File: config.mk
export PLATFORM = sky130hd
export DESIGN_NAME = cbseq_top
export DESIGN_NICKNAME = d
export VERILOG_FILES = /design/src/cbseq_pkg.sv /design/src/cbseq_if.sv /design/src/cbseq_phase.sv /design/src/cbseq_vector.sv /design/src/cbseq_top.sv
export SDC_FILE = /design/constraint.sdc
export NUM_CORES = 1
export LEC_CHECK = 0
export ABC_CLOCK_PERIOD_IN_PS = 5600
export BUFFER_PORTS_ARGS = -buffer_cell sky130_fd_sc_hd__buf_4
export CORE_ASPECT_RATIO = 1.25
export CORE_MARGIN = 2
export CORE_UTILIZATION = 40
export DETAILED_ROUTE_END_ITERATION = 16
export GPL_TIMING_DRIVEN = 0
export PLACE_DENSITY_LB_ADDON = 0.25
export SYNTH_ARGS = -nofsm -noshare
export SYNTH_HDL_FRONTEND = slang
export SYNTH_SLANG_ARGS = --single-unit
File: constraint.sdc
create_clock -name clock -period 5.6 [get_ports clock]
set_input_delay 0.56 -clock clock [delete_from_list [all_inputs] [get_ports clock]]
set_output_delay 0.56 -clock clock [all_outputs]
set_load 0.05 [all_outputs]
File: src/cbseq_pkg.sv
// Function
// - every cycle starts in address state, then data
// - no ack, no next-address: repeat data state
// - after ack: hold, new address, or idle
// - strobe asserted on every new address issued
// - next-address sampled each phase one until ack
// - one active next-address sample is enough
// - early address from next state if pending
// - nothing pending: data idle next, then pipe
// - address stable at least two processor clocks
// - pipelining reaches only one cycle ahead
// - pipelined cycle is addr pipe then data pipe
// - from idle or hold, start non-pipelined
// - only a data pipe ending gives pipelining
// - transition cycle: addr, data, data pipe waits
// - pipelined cycle starts right after the ack
// - prefetch stays pending until queue full
// - interrupt runs two acknowledged ack cycles
// - first ack cycle byte address 4, second 0
// - lock held across both ack cycles
// - exactly four idle states between ack cycles
// - data floats; vector latched on second ack
// - a bus state is two clock periods
// - ack sampled at end of data states
// - hold only granted when lock inactive
`default_nettype none
package cbseq_pkg;
  // ****************************************
  // bus states and cycle kinds
  // ****************************************
  typedef enum logic [2:0] {
    state_idle = 3'h0,
    state_addr = 3'h1,
    state_data = 3'h3,
    state_data_pipe = 3'h2,
    state_addr_pipe = 3'h6,
    state_data_idle_next = 3'h7,
    state_hold_ack = 3'h4
  } cbseq_state_t;
  typedef enum logic [2:0] {
    kind_fetch = 3'h0,
    kind_read = 3'h1,
    kind_write = 3'h3,
    kind_ack1 = 3'h2,
    kind_ack2 = 3'h6
  } cbseq_kind_t;
  typedef enum logic [1:0] {
    ia_none = 2'h0,
    ia_first = 2'h1,
    ia_gap = 2'h3,
    ia_second = 2'h2
  } cbseq_ia_t;
  // ****************************************
  // addresses, resets and timing
  // ****************************************
  localparam logic [22:0] ACK1_WORD_ADDR = 23'h000002;
  localparam logic [22:0] ACK2_WORD_ADDR = 23'h000000;
  localparam logic [1:0] ACK_BE_N = 2'h2;
  localparam logic [1:0] FETCH_BE_N = 2'h0;
  localparam logic [22:0] FETCH_RST_ADDR = 23'h000000;
  localparam logic [2:0] ACK_GAP_STATES = 3'h4;
  localparam logic [19:0] SYNC_RST = 20'hc0000;
  localparam logic PHASE_ONE = 1'b0;
  localparam int CLOCK_PERIOD_NS = 40;
  localparam int BUS_STATE_CLKS = 2;
  localparam int ADDR_STABLE_CLKS = 2 * BUS_STATE_CLKS;
endpackage : cbseq_pkg
`default_nettype wire

File: src/cbseq_if.sv
`timescale 1ns/10ps
`default_nettype none
interface cbseq_if;
  logic ph1_end;
  logic st_end;
  logic capture;
  logic [7:0] low_byte;
  logic [7:0] vector;
  logic vector_valid;
  modport tick (output ph1_end, output st_end);
  modport vec (input capture, input low_byte, output vector, output vector_valid);
endinterface : cbseq_if
`default_nettype wire

File: src/cbseq_phase.sv
`timescale 1ns/10ps
`default_nettype none
module cbseq_phase import cbseq_pkg::*; (
  // clock and reset
  input wire logic clock,
  input wire logic srst,
  // bus state timing
  cbseq_if.tick tick
);
  logic phase_ff;

  // two clock periods per bus state
  always_ff @(posedge clock) begin
    if (srst) begin
      phase_ff <= PHASE_ONE;
    end else begin
      phase_ff <= ~phase_ff;
    end
  end

  assign tick.ph1_end = (phase_ff == PHASE_ONE);
  assign tick.st_end = (phase_ff != PHASE_ONE);
endmodule : cbseq_phase
`default_nettype wire

File: src/cbseq_vector.sv
`timescale 1ns/10ps
`default_nettype none
module cbseq_vector import cbseq_pkg::*; (
  // clock and reset
  input wire logic clock,
  input wire logic srst,
  // capture port
  cbseq_if.vec vec
);
  logic [7:0] vector_ff;
  logic valid_ff;

  // only the low byte carries the vector
  always_ff @(posedge clock) begin
    if (srst) begin
      vector_ff <= 8'h00;
      valid_ff <= 1'b0;
    end else begin
      valid_ff <= vec.capture;
      if (vec.capture) begin
        vector_ff <= vec.low_byte;
      end
    end
  end

  assign vec.vector = vector_ff;
  assign vec.vector_valid = valid_ff;
endmodule : cbseq_vector
`default_nettype wire

File: src/cbseq_top.sv
`timescale 1ns/10ps
`default_nettype none
module cbseq_top import cbseq_pkg::*; (
  // clock and reset
  input wire logic clock,
  input wire logic srst,
  // bus handshake pins
  input wire logic cycle_ack_n,
  input wire logic next_address_req_n,
  input wire logic bus_hold_req,
  input wire logic irq_request,
  input wire logic [15:0] data_in,
  // core request side
  input wire logic int_enable,
  input wire logic req_valid,
  input wire logic req_write,
  input wire logic [22:0] req_addr,
  input wire logic [1:0] req_be_n,
  input wire logic [15:0] req_wdata,
  input wire logic queue_full,
  // bus outputs
  output logic address_strobe_n,
  output logic [20:0] address_hi,
  output logic addr_bit2,
  output logic addr_bit1,
  output logic high_byte_en_n,
  output logic low_byte_en_n,
  output logic write_read,
  output logic int_ack_cycle,
  output logic bus_lock_n,
  output logic bus_hold_grant,
  output logic [15:0] data_out,
  output logic data_oe,
  // core results
  output logic req_taken,
  output logic cycle_done,
  output logic [15:0] rd_data,
  output logic [7:0] irq_vector,
  output logic vector_valid,
  output logic [2:0] bus_state
);
  // ****************************************
  // helpers
  // ****************************************
  function automatic logic [22:0] issue_addr(cbseq_kind_t k, logic [22:0] ra, logic [22:0] pa);
    unique case (k)
      kind_ack1: issue_addr = ACK1_WORD_ADDR;
      kind_ack2: issue_addr = ACK2_WORD_ADDR;
      kind_fetch: issue_addr = pa;
      default: issue_addr = ra;
    endcase
  endfunction : issue_addr

  function automatic logic [1:0] issue_be(cbseq_kind_t k, logic [1:0] rb);
    unique case (k)
      kind_ack1, kind_ack2: issue_be = ACK_BE_N;
      kind_fetch: issue_be = FETCH_BE_N;
      default: issue_be = rb;
    endcase
  endfunction : issue_be

  function automatic logic is_ack(cbseq_kind_t k);
    is_ack = (k == kind_ack1) || (k == kind_ack2);
  endfunction : is_ack

  // ****************************************
  // timing, vector latch and pin synchronisers
  // ****************************************
  cbseq_if sig_if();
  cbseq_phase u_phase (.clock(clock), .srst(srst), .tick(sig_if.tick));
  cbseq_vector u_vec (.clock(clock), .srst(srst), .vec(sig_if.vec));

  logic ph1_end;
  logic st_end;
  assign ph1_end = sig_if.ph1_end;
  assign st_end = sig_if.st_end;

  logic [19:0] sync1_ff;
  logic [19:0] sync2_ff;
  always_ff @(posedge clock) begin
    if (srst) begin
      sync1_ff <= SYNC_RST;
      sync2_ff <= SYNC_RST;
    end else begin
      sync1_ff <= {cycle_ack_n, next_address_req_n, bus_hold_req, irq_request, data_in};
      sync2_ff <= sync1_ff;
    end
  end

  logic ack_s;
  logic na_s;
  logic hold_s;
  logic irq_s;
  logic [15:0] din_s;
  assign ack_s = ~sync2_ff[19];
  assign na_s = ~sync2_ff[18];
  assign hold_s = sync2_ff[17];
  assign irq_s = sync2_ff[16];
  assign din_s = sync2_ff[15:0];

  // ****************************************
  // sequencer state
  // ****************************************
  cbseq_state_t state_ff;
  cbseq_state_t nxt_state;
  cbseq_kind_t cur_kind_ff;
  cbseq_kind_t q_kind_ff;
  cbseq_kind_t nxt_kind;
  cbseq_ia_t ia_step_ff;
  logic ia_issued_ff;
  logic [2:0] gap_cnt_ff;
  logic na_hit_ff;
  logic [22:0] pf_ptr_ff;
  logic [15:0] q_wdata_ff;
  logic [22:0] addr_ff;
  logic [1:0] be_n_ff;
  logic ads_n_ff;
  logic wr_ff;
  logic intack_ff;
  logic lock_n_ff;
  logic grant_ff;
  logic [15:0] dout_ff;
  logic oe_ff;
  logic taken_ff;
  logic done_ff;
  logic [15:0] rd_ff;

  logic in_data;
  logic ack_end;
  logic gap_done;
  logic ia_need;
  logic pend;
  logic early_ok;
  logic issue;
  logic pipe_issue;

  assign in_data = (state_ff == state_data) || (state_ff == state_data_pipe) ||
                   (state_ff == state_data_idle_next);
  // ack looked at only at the end of data states
  assign ack_end = st_end && ack_s && in_data;
  assign gap_done = (ia_step_ff == ia_gap) && (state_ff == state_idle) &&
                    (gap_cnt_ff == ACK_GAP_STATES - 3'h1);
  assign ia_need = (((ia_step_ff == ia_first) || (ia_step_ff == ia_second)) &&
                    !ia_issued_ff) || gap_done;
  // an idle queue keeps a fetch pending
  assign pend = ia_need || ((ia_step_ff == ia_none) && (req_valid || !queue_full));
  // one cycle ahead at most, never for ack cycles or under hold
  assign early_ok = pend && (ia_step_ff == ia_none) && !hold_s;

  always_comb begin
    nxt_kind = req_valid ? (req_write ? kind_write : kind_read) : kind_fetch;
    if (ia_step_ff == ia_first) begin
      nxt_kind = kind_ack1;
    end else if (ia_step_ff != ia_none) begin
      nxt_kind = kind_ack2;
    end
  end

  always_comb begin
    nxt_state = state_ff;
    if (st_end) begin
      unique case (state_ff)
        state_idle, state_hold_ack: begin
          // new work always starts non-pipelined
          if (hold_s && lock_n_ff) begin
            nxt_state = state_hold_ack;
          end else if (pend) begin
            nxt_state = state_addr;
          end else begin
            nxt_state = state_idle;
          end
        end
        state_addr: nxt_state = state_data;
        state_addr_pipe: begin
          // first state of a pipelined cycle
          if (na_hit_ff) begin
            nxt_state = early_ok ? state_data_pipe : state_data_idle_next;
          end else begin
            nxt_state = state_data;
          end
        end
        state_data, state_data_idle_next: begin
          if (ack_s) begin
            // hold only when unlocked, else next or idle
            if (hold_s && lock_n_ff) begin
              nxt_state = state_hold_ack;
            end else if (pend) begin
              nxt_state = state_addr;
            end else begin
              nxt_state = state_idle;
            end
          end else if (na_hit_ff) begin
            nxt_state = early_ok ? state_data_pipe : state_data_idle_next;
          end else begin
            nxt_state = state_data;
          end
        end
        state_data_pipe: begin
          nxt_state = ack_s ? state_addr_pipe : state_data_pipe;
        end
        default: nxt_state = state_idle;
      endcase
    end
  end

  assign pipe_issue = st_end && (nxt_state == state_data_pipe) && (state_ff != state_data_pipe);
  assign issue = (st_end && (nxt_state == state_addr)) || pipe_issue;

  always_ff @(posedge clock) begin
    if (srst) begin
      state_ff <= state_idle;
      grant_ff <= 1'b0;
    end else begin
      state_ff <= nxt_state;
      grant_ff <= (nxt_state == state_hold_ack);
    end
  end

  // first active sample sticks until the cycle moves on
  always_ff @(posedge clock) begin
    if (srst) begin
      na_hit_ff <= 1'b0;
    end else if (ack_end || issue) begin
      na_hit_ff <= 1'b0;
    end else if (ph1_end && na_s && ((state_ff == state_data) ||
                 (state_ff == state_addr_pipe) || (state_ff == state_data_idle_next))) begin
      na_hit_ff <= 1'b1;
    end
  end

  // ****************************************
  // address, strobe and cycle definition
  // ****************************************
  always_ff @(posedge clock) begin
    if (srst) begin
      ads_n_ff <= 1'b1;
      addr_ff <= FETCH_RST_ADDR;
      be_n_ff <= 2'h3;
      wr_ff <= 1'b0;
      intack_ff <= 1'b0;
    end else if (issue) begin
      // strobe marks every new address, held one bus state
      ads_n_ff <= 1'b0;
      addr_ff <= issue_addr(nxt_kind, req_addr, pf_ptr_ff);
      be_n_ff <= issue_be(nxt_kind, req_be_n);
      wr_ff <= (nxt_kind == kind_write);
      intack_ff <= is_ack(nxt_kind);
    end else if (st_end) begin
      ads_n_ff <= 1'b1;
    end
  end

  always_ff @(posedge clock) begin
    if (srst) begin
      cur_kind_ff <= kind_fetch;
      q_kind_ff <= kind_fetch;
      q_wdata_ff <= 16'h0000;
      pf_ptr_ff <= FETCH_RST_ADDR;
    end else begin
      if (ack_end && (state_ff == state_data_pipe)) begin
        cur_kind_ff <= q_kind_ff;
      end
      if (pipe_issue) begin
        q_kind_ff <= nxt_kind;
        q_wdata_ff <= req_wdata;
      end else if (issue) begin
        cur_kind_ff <= nxt_kind;
      end
      if (issue && (nxt_kind == kind_fetch)) begin
        pf_ptr_ff <= pf_ptr_ff + 23'h000001;
      end
    end
  end

  // ****************************************
  // data bus, results and lock
  // ****************************************
  always_ff @(posedge clock) begin
    if (srst) begin
      dout_ff <= 16'h0000;
      oe_ff <= 1'b0;
    end else begin
      if (ack_end) begin
        oe_ff <= (state_ff == state_data_pipe) && (q_kind_ff == kind_write);
        dout_ff <= q_wdata_ff;
      end
      // ack cycles never drive the data bus
      if (issue && !pipe_issue) begin
        oe_ff <= (nxt_kind == kind_write);
        dout_ff <= req_wdata;
      end
    end
  end

  always_ff @(posedge clock) begin
    if (srst) begin
      taken_ff <= 1'b0;
      done_ff <= 1'b0;
      rd_ff <= 16'h0000;
    end else begin
      taken_ff <= issue && ((nxt_kind == kind_read) || (nxt_kind == kind_write));
      done_ff <= ack_end && !is_ack(cur_kind_ff);
      if (ack_end && !is_ack(cur_kind_ff) && (cur_kind_ff != kind_write)) begin
        rd_ff <= din_s;
      end
    end
  end

  assign sig_if.capture = ack_end && (cur_kind_ff == kind_ack2);
  assign sig_if.low_byte = din_s[7:0];

  // two locked ack cycles with four idle states between
  always_ff @(posedge clock) begin
    if (srst) begin
      ia_step_ff <= ia_none;
      ia_issued_ff <= 1'b0;
      gap_cnt_ff <= 3'h0;
    end else begin
      unique case (ia_step_ff)
        ia_none: begin
          ia_issued_ff <= 1'b0;
          if (irq_s && int_enable) begin
            ia_step_ff <= ia_first;
          end
        end
        ia_first: begin
          if (issue && (nxt_kind == kind_ack1)) begin
            ia_issued_ff <= 1'b1;
          end
          if (ack_end && (cur_kind_ff == kind_ack1)) begin
            ia_step_ff <= ia_gap;
            gap_cnt_ff <= 3'h0;
          end
        end
        ia_gap: begin
          if (gap_done && st_end) begin
            ia_step_ff <= ia_second;
            ia_issued_ff <= 1'b1;
          end else if (st_end && (state_ff == state_idle)) begin
            gap_cnt_ff <= gap_cnt_ff + 3'h1;
          end
        end
        ia_second: begin
          if (ack_end && (cur_kind_ff == kind_ack2)) begin
            ia_step_ff <= ia_none;
          end
        end
      endcase
    end
  end

  always_ff @(posedge clock) begin
    if (srst) begin
      lock_n_ff <= 1'b1;
    end else if (issue && (nxt_kind == kind_ack1)) begin
      lock_n_ff <= 1'b0;
    end else if (ack_end && (cur_kind_ff == kind_ack2)) begin
      lock_n_ff <= 1'b1;
    end
  end

  // ****************************************
  // outputs
  // ****************************************
  assign address_strobe_n = ads_n_ff;
  assign address_hi = addr_ff[22:2];
  assign addr_bit2 = addr_ff[1];
  assign addr_bit1 = addr_ff[0];
  assign high_byte_en_n = be_n_ff[1];
  assign low_byte_en_n = be_n_ff[0];
  assign write_read = wr_ff;
  assign int_ack_cycle = intack_ff;
  assign bus_lock_n = lock_n_ff;
  assign bus_hold_grant = grant_ff;
  assign data_out = dout_ff;
  assign data_oe = oe_ff;
  assign req_taken = taken_ff;
  assign cycle_done = done_ff;
  assign rd_data = rd_ff;
  assign irq_vector = sig_if.vector;
  assign vector_valid = sig_if.vector_valid;
  assign bus_state = state_ff;
endmodule : cbseq_top
`default_nettype wire

==> out/qor.csv, run 1 <==
stage;metric;value;unit
sta;rsz0062_at_grt;no;
logic_synthesis;synth.avg_cell_area;9.55;µm²
cells_and_area;nNetsFinal;945;
clocking;clk_pin_slew;0.07;ns
global_routing;antenna_found_initial;0;
route;wl;17000;µm
floorplanning;die_h;149;µm
logic_synthesis;synth_top_flop_cell;dfxtp_1;
logic_synthesis;synth-edff-count;0;
logic_synthesis;yosysWarnings;0;
global_routing;grt_pass1_vias;5424;
pwr;peakVddDrop;0.174;mV
placement;place_ws;2.98;ns
sta;finClkSkew;0.0101;ns
sta;fmax;0.383;GHz
worst_setup_path;critPathKind;register to register;
worst_setup_path;slowest_stage;nor3_1;
cells_and_area;layout_commonest_cell;dfxtp_1;
floorplanning;rows;53;
clocking;cts_root_buf;clkbuf_16;
route;vias;5719;
worst_setup_path;cp-start-kind;register;
floorplanning;io-pin-count;144;
run_status;outcome;finished, final reports clean;
clocking;htreeDepth;4;
hold_path;worstHoldPathCells;2;
route;drt_iter0_markers;283;
route;vias_per_cell;5.18;
sta;hold_viol_final;0;
logic_synthesis;netlist_area;0.00677;mm²
sta;maxSlewHeadroom;0.384;
floorplanning;die_w;120;µm
worst_setup_path;cp_slowest_stage_delay;0.74;ns
floorplanning;start_util;0.405;
sta;fin_ws;2.99;ns
hold_path;hp-class;primary input to register;
pwr;power;3.03;mW
cells_and_area;final_core_util;0.520;
global_routing;grt_pass1_wl;27100;µm
sta;finalCritPeriodShare;0.467;
global_routing;grt-ovfl-total;0;
worst_setup_path;end_kind;register;
cells_and_area;synthToLayoutAreaGrowth;28.4;%
worst_setup_path;cp_common_cell;clkbuf_1;
cells_and_area;diodes;0;
clocking;clkLatencyLatePin;0.43;ns
worst_setup_path;rr_worst_depth;8;
logic_synthesis;ys_ff_latch;170;
placement;dp_hpwl;12400;µm
logic_synthesis;ys_types;59;
logic_synthesis;syn_nets;783;
worst_setup_path;worst-path-max-fanout;10;
clocking;post_cts_resized;0;
worst_setup_path;worstSetupStartpoint;ia_step_ff[1];
sta;period_needed;2.61;ns
route;avgRoutedWirePerCell;15.4;µm
route;drc;0;
sta;report.final.slew_viol_count;0;
floorplanning;die_area;0.0180;mm²
logic_synthesis;syn-instance-count;709;
clocking;hold_buffers;0;
logic_synthesis;ys_seq_area_frac;0.503;
logic_synthesis;async_flop_share;0;
route;ant_nets;0;
worst_setup_path;r2r_start;ia_step_ff[1];
floorplanning;core-area;0.0167;mm²
hold_path;worstHoldStart;cycle_ack_n;
worst_setup_path;worstPathRequired;5.96;ns
sta;fin_setup_tns;0;ns
clocking;numCtsBuffers;17;
global_routing;grt_max_degree;17;
cells_and_area;drive_above_1_share;0.238;
worst_setup_path;critPathArrivalTime;2.97;ns
clocking;cts_buffer_depth;2;
worst_setup_path;crit_chain;inv_1 > ha_1 > clkbuf_1 > nand2b_1 > nor3_1 > clkbuf_1 > a221oi_1 > nor2_1;
sta;worst_pin_slew;0.917;ns
sta;setup_viol;0;
pwr;leakagePower;3.43;nW
route;drt-pass1-iter-count;5;
global_routing;track_usage;0.192;
cells_and_area;mostFrequentLayoutCells;170 x dfxtp_1, 145 x buf_4, 104 x nor2_1, 62 x mux2i_1, 48 x a21oi_1;
clocking;cts_tree;done;
pwr;pwr_density_cell;349;mW/mm²
placement;io_buffers;143;
clocking;cts_sinks;170;
placement;place_congestion;0.861;
job;cap_violations;0;
clocking;post_cts_buffers;0;
flip-flops by register name, indices dropped and copies added (netlist names), 8 cells and up:
name	cells
sync2_ff	20
addr_ff	23
data_out	16
q_wdata_ff	16
u_vec.vec.vector	8
rd_data	16
sync1_ff	20
pf_ptr_ff	23
power by group:
part	total [mW]	leakage [nW]	switching, mW	internal (mW)
sequential	1.32	1.39	0.0389	1.28
combinational	0.575	1.77	0.385	0.190
clock	1.14	0.273	0.503	0.634
total	3.03	3.43	0.927	2.10
worst max-delay path: cells and delay by family, from the launching register on:
kind                     cells  cell delay, ns
AO/OA/AOI/OAI                1            0.16
flip-flops                   1            0.35
buffers and inverters        3            0.71
AND/OR/NAND/NOR              3            1.14
adder cells (fa/ha/maj)      1            0.17
layer usage:
metal / part of all wire / vias to the layer above / GRT usage
li1: - / 2835 / -
met1: 0.42 / 2692 / 0.229
met2: 0.50 / 172 / 0.334
met3: 0.064 / 20 / 0.0476
met4: 0.017 / 0 / 0.0680
met5: 0 / - / 0
stage by stage:
step	cell area, µm²	cells	hold slack, ns
6_report	8690	1103	0.319
5_1_grt	8690	1103	0.303
4_1_cts	8690	1103	0.299
3_5_place_dp	8120	1072	0.392
3_3_place_gp	8120	1072	0.393
2_1_floorplan	6770	709	0.389
logic make-up (layout without fill, tap and decap cells):
family,Yosys count,in the layout,share of synthesized area
AO/OA/AOI/OAI,144,144,0.147
AND/OR/NAND/NOR,257,257,0.192
flip-flops,170,170,0.503
adder cells (fa/ha/maj),7,7,0.0129
multiplexers,69,69,0.103
XOR/XNOR,1,1,0.00129
buffers and inverters,61,235,0.0401
worst paths after layout:
kind | to | slack, ns
worst max-delay path | addr_ff[19] | 2.99
worst min-delay path | sync1_ff[19] | 0.32
worst max register to register | addr_ff[19] | 2.99
worst min register to register | sync2_ff[19] | 0.41
layout make-up:
cell class                      instances  area [µm²]
Buffer                                 47         219
Tap cell                              220         275
Inverter                               14        52.6
Timing Repair Buffer                  143        1070
Fill cell                            1637        8020
Multi-Input combinational cell        478        3090
Clock buffer                           18         439
Sequential cell                       170        3400
Clock inverter                         13         134
Yosys cell counts, drive strengths merged (7+ instances only):
cell type | instances | area, µm²
nand3 | 11 | 55.1
nor2b | 39 | 244
nor2 | 104 | 390
a211oi | 23 | 173
or3 | 8 | 50.1
o21ai | 17 | 88.8
dfxtp | 170 | 3400
nor3 | 9 | 45.0
inv | 14 | 52.6
a21oi | 48 | 240
or4 | 15 | 116
ha | 7 | 87.6
buf | 16 | 103
mux2i | 62 | 621
mux2 | 7 | 78.8
o31ai | 13 | 97.6
a221oi | 19 | 184
nand2 | 35 | 134
clkbuf | 31 | 116
(Power assumes the default switching activity.)
==> run 2, diff against run 1 <==
Settings changed: ABC_CLOCK_PERIOD_IN_PS 5600 to 2700.
Clock period 5.6 ns to 2.7 ns, I/O delays scaled along.
==> out/qor.csv, run 2 (same netlist as run 1, synthesis figures left out) <==
stage;metric;value;unit;change
sta;hold_viol_final;0;;unchanged
cells_and_area;reg_top3;addr_ff: 23 flops, pf_ptr_ff: 23 flops;;unchanged
floorplanning;io-pin-count;144;;unchanged
global_routing;grt_util_met2;0.334;;unchanged
floorplanning;start_util;0.405;;unchanged
worst_setup_path;crit_chain;inv_1 > ha_1 > clkbuf_1 > nand2b_1 > nor2_1 > o221ai_4 > buf_6 > or4_1 > a21oi_1;;was inv_1 > ha_1 > clkbuf_1 > nand2b_1 > nor3_1 > clkbuf_1 > a221oi_1 > nor2_1
global_routing;use_met3;0.0476;;unchanged
pwr;peakVddDrop;0.361;mV;was 0.174 mV
sta;rsz0062_at_grt;no;;unchanged
worst_setup_path;cp-start-kind;register;;unchanged
pwr;pwr_density_cell;723;mW/mm²;was 349 mW/mm²
cells_and_area;nNetsFinal;945;;unchanged
route;avgRoutedWirePerCell;15.4;µm;about the same
cells_and_area;layout_commonest_cell;dfxtp_1;;unchanged
floorplanning;core-area;0.0167;mm²;unchanged
global_routing;grt_pass1_wl;27100;µm;unchanged
pwr;power;6.29;mW;was 3.03 mW
global_routing;grt_max_degree;17;;unchanged
placement;placed_area;0.00812;mm²;unchanged
worst_setup_path;worst-path-max-fanout;10;;unchanged
cells_and_area;design_area;0.00869;mm²;about the same
global_routing;use_met1;0.229;;unchanged
cells_and_area;mostFrequentLayoutCells;170 x dfxtp_1, 145 x buf_4, 104 x nor2_1, 62 x mux2i_1, 48 x a21oi_1;;unchanged
worst_setup_path;crit_family;simple AND/OR/NAND/NOR gates;;unchanged
floorplanning;die_w;120;µm;unchanged
route;vias;5699;;was 5719
route;vias_per_cell;5.17;;was 5.18
clocking;cts_buffer_depth;2;;unchanged
route;drt-pass1-iter-count;5;;unchanged
job;cap_violations;0;;unchanged
run_status;outcome;finished, final reports clean;;unchanged
route;wl;17000;µm;about the same
route;drc;0;;unchanged
cells_and_area;fillers;1635;;was 1637
worst_setup_path;critPathKind;register to register;;unchanged
floorplanning;rows;53;;unchanged
sta;fmax;0.398;GHz;was 0.383 GHz
sta;worst_pin_slew;0.832;ns;was 0.917 ns
global_routing;track_usage;0.192;;unchanged
worst_setup_path;end_kind;register;;unchanged
cells_and_area;synthToLayoutAreaGrowth;28.5;%;was 28.4%
global_routing;grt_pass1_vias;5424;;unchanged
clocking;cts_root_buf;clkbuf_16;;unchanged
global_routing;antenna_found_initial;0;;unchanged
clocking;cts_sinks;170;;unchanged
worst_setup_path;worstPathRequired;3.05;ns;was 5.96 ns
sta;period_needed;2.51;ns;was 2.61 ns
placement;dp_hpwl;12400;µm;unchanged
pwr;leakagePower;3.43;nW;about the same
sta;fin_setup_tns;0;ns;unchanged
route;drt_iter0_markers;288;;was 283
worst_setup_path;slowest_stage;or4_1;;was nor3_1
placement;io_buffers;143;;unchanged
worst_setup_path;path_buf_inv;3;;unchanged
cells_and_area;diodes;0;;unchanged
clocking;cts_tree;done;;unchanged
floorplanning;die_h;149;µm;unchanged
hold_path;hp-class;primary input to register;;unchanged
global_routing;busiest_layer;met2;;unchanged
floorplanning;die_area;0.0180;mm²;unchanged
sta;setup_viol;0;;unchanged
worst_setup_path;critPathArrivalTime;2.87;ns;was 2.97 ns
global_routing;grt-ovfl-total;0;;unchanged
sta;finalCritPeriodShare;0.931;;was 0.467
clocking;htreeDepth;4;;unchanged
placement;place_congestion;0.861;;unchanged
sta;report.final.slew_viol_count;0;;unchanged
sta;finClkSkew;0.0102;ns;was 0.0101 ns
clocking;clkLatencyLatePin;0.43;ns;about the same
clocking;clk_pin_slew;0.07;ns;about the same
cells_and_area;drive_above_1_share;0.239;;was 0.238
worst_setup_path;cp_slowest_stage_delay;0.50;ns;was 0.74 ns
route;ant_nets;0;;unchanged
sta;maxSlewHeadroom;0.438;;was 0.384
clocking;numCtsBuffers;17;;unchanged
[run 2: cell types whose count changed in the layout (fill, tap and decap cells not counted)]
cell / previous run / this run
nor3_1: 9 / 8
nor3_2: 0 / 1
[run 2: worst paths after layout]
kind	from	end	slack, ns	cells after the start
max	ia_step_ff[1]	pf_ptr_ff[18]	0.19	9
min	cycle_ack_n	sync1_ff[19]	0.03	2
max reg2reg	ia_step_ff[1]	pf_ptr_ff[18]	0.19	9
min reg2reg	sync1_ff[19]	sync2_ff[19]	0.41	1
[run 2: metal layers]
metal / share of wire / vias up
met5: 0 / -
met4: 0.016 / 0
met3: 0.063 / 20
met2: 0.50 / 161
met1: 0.42 / 2682
li1: - / 2836
[run 2: what timing repair did]
| action | CTS | global route |
|---|---|---|
| buffers inserted | 0 | 0 |
| gates resized for setup | 0 | 1 |
| endpoints found under the setup margin | 0 | 10 |
| hold buffers | 0 | 0 |
[run 2: power breakdown]
part | switching [mW] | internal, mW
Clock | 1.04 | 1.31
Combinational | 0.802 | 0.394
Sequential | 0.0805 | 2.66
Total | 1.93 | 4.36
[run 2: final cells by class]
type,instances,area [µm²],share of cell area
clock inverters,13,134,0.0154
well taps,220,275,0.0317
flip-flops and latches,170,3400,0.391
clock buffers,18,439,0.0505
repair buffers,143,1070,0.123
inverters,14,52.6,0.00604
plain buffers,47,219,0.0252
multi-input cells,478,3100,0.356
[run 2: per-stage QoR]
step                      hold WS [ns]  setup WS, ns  cells   util
after floorplan                  0.374         0.460    709      -
after global placement           0.393         0.101   1072  0.486
after detailed placement         0.392        0.0840   1072  0.486
after CTS                      0.00899        0.0562   1103  0.520
after global routing            0.0133        0.0202   1103  0.520
final                           0.0282         0.185   1103  0.520
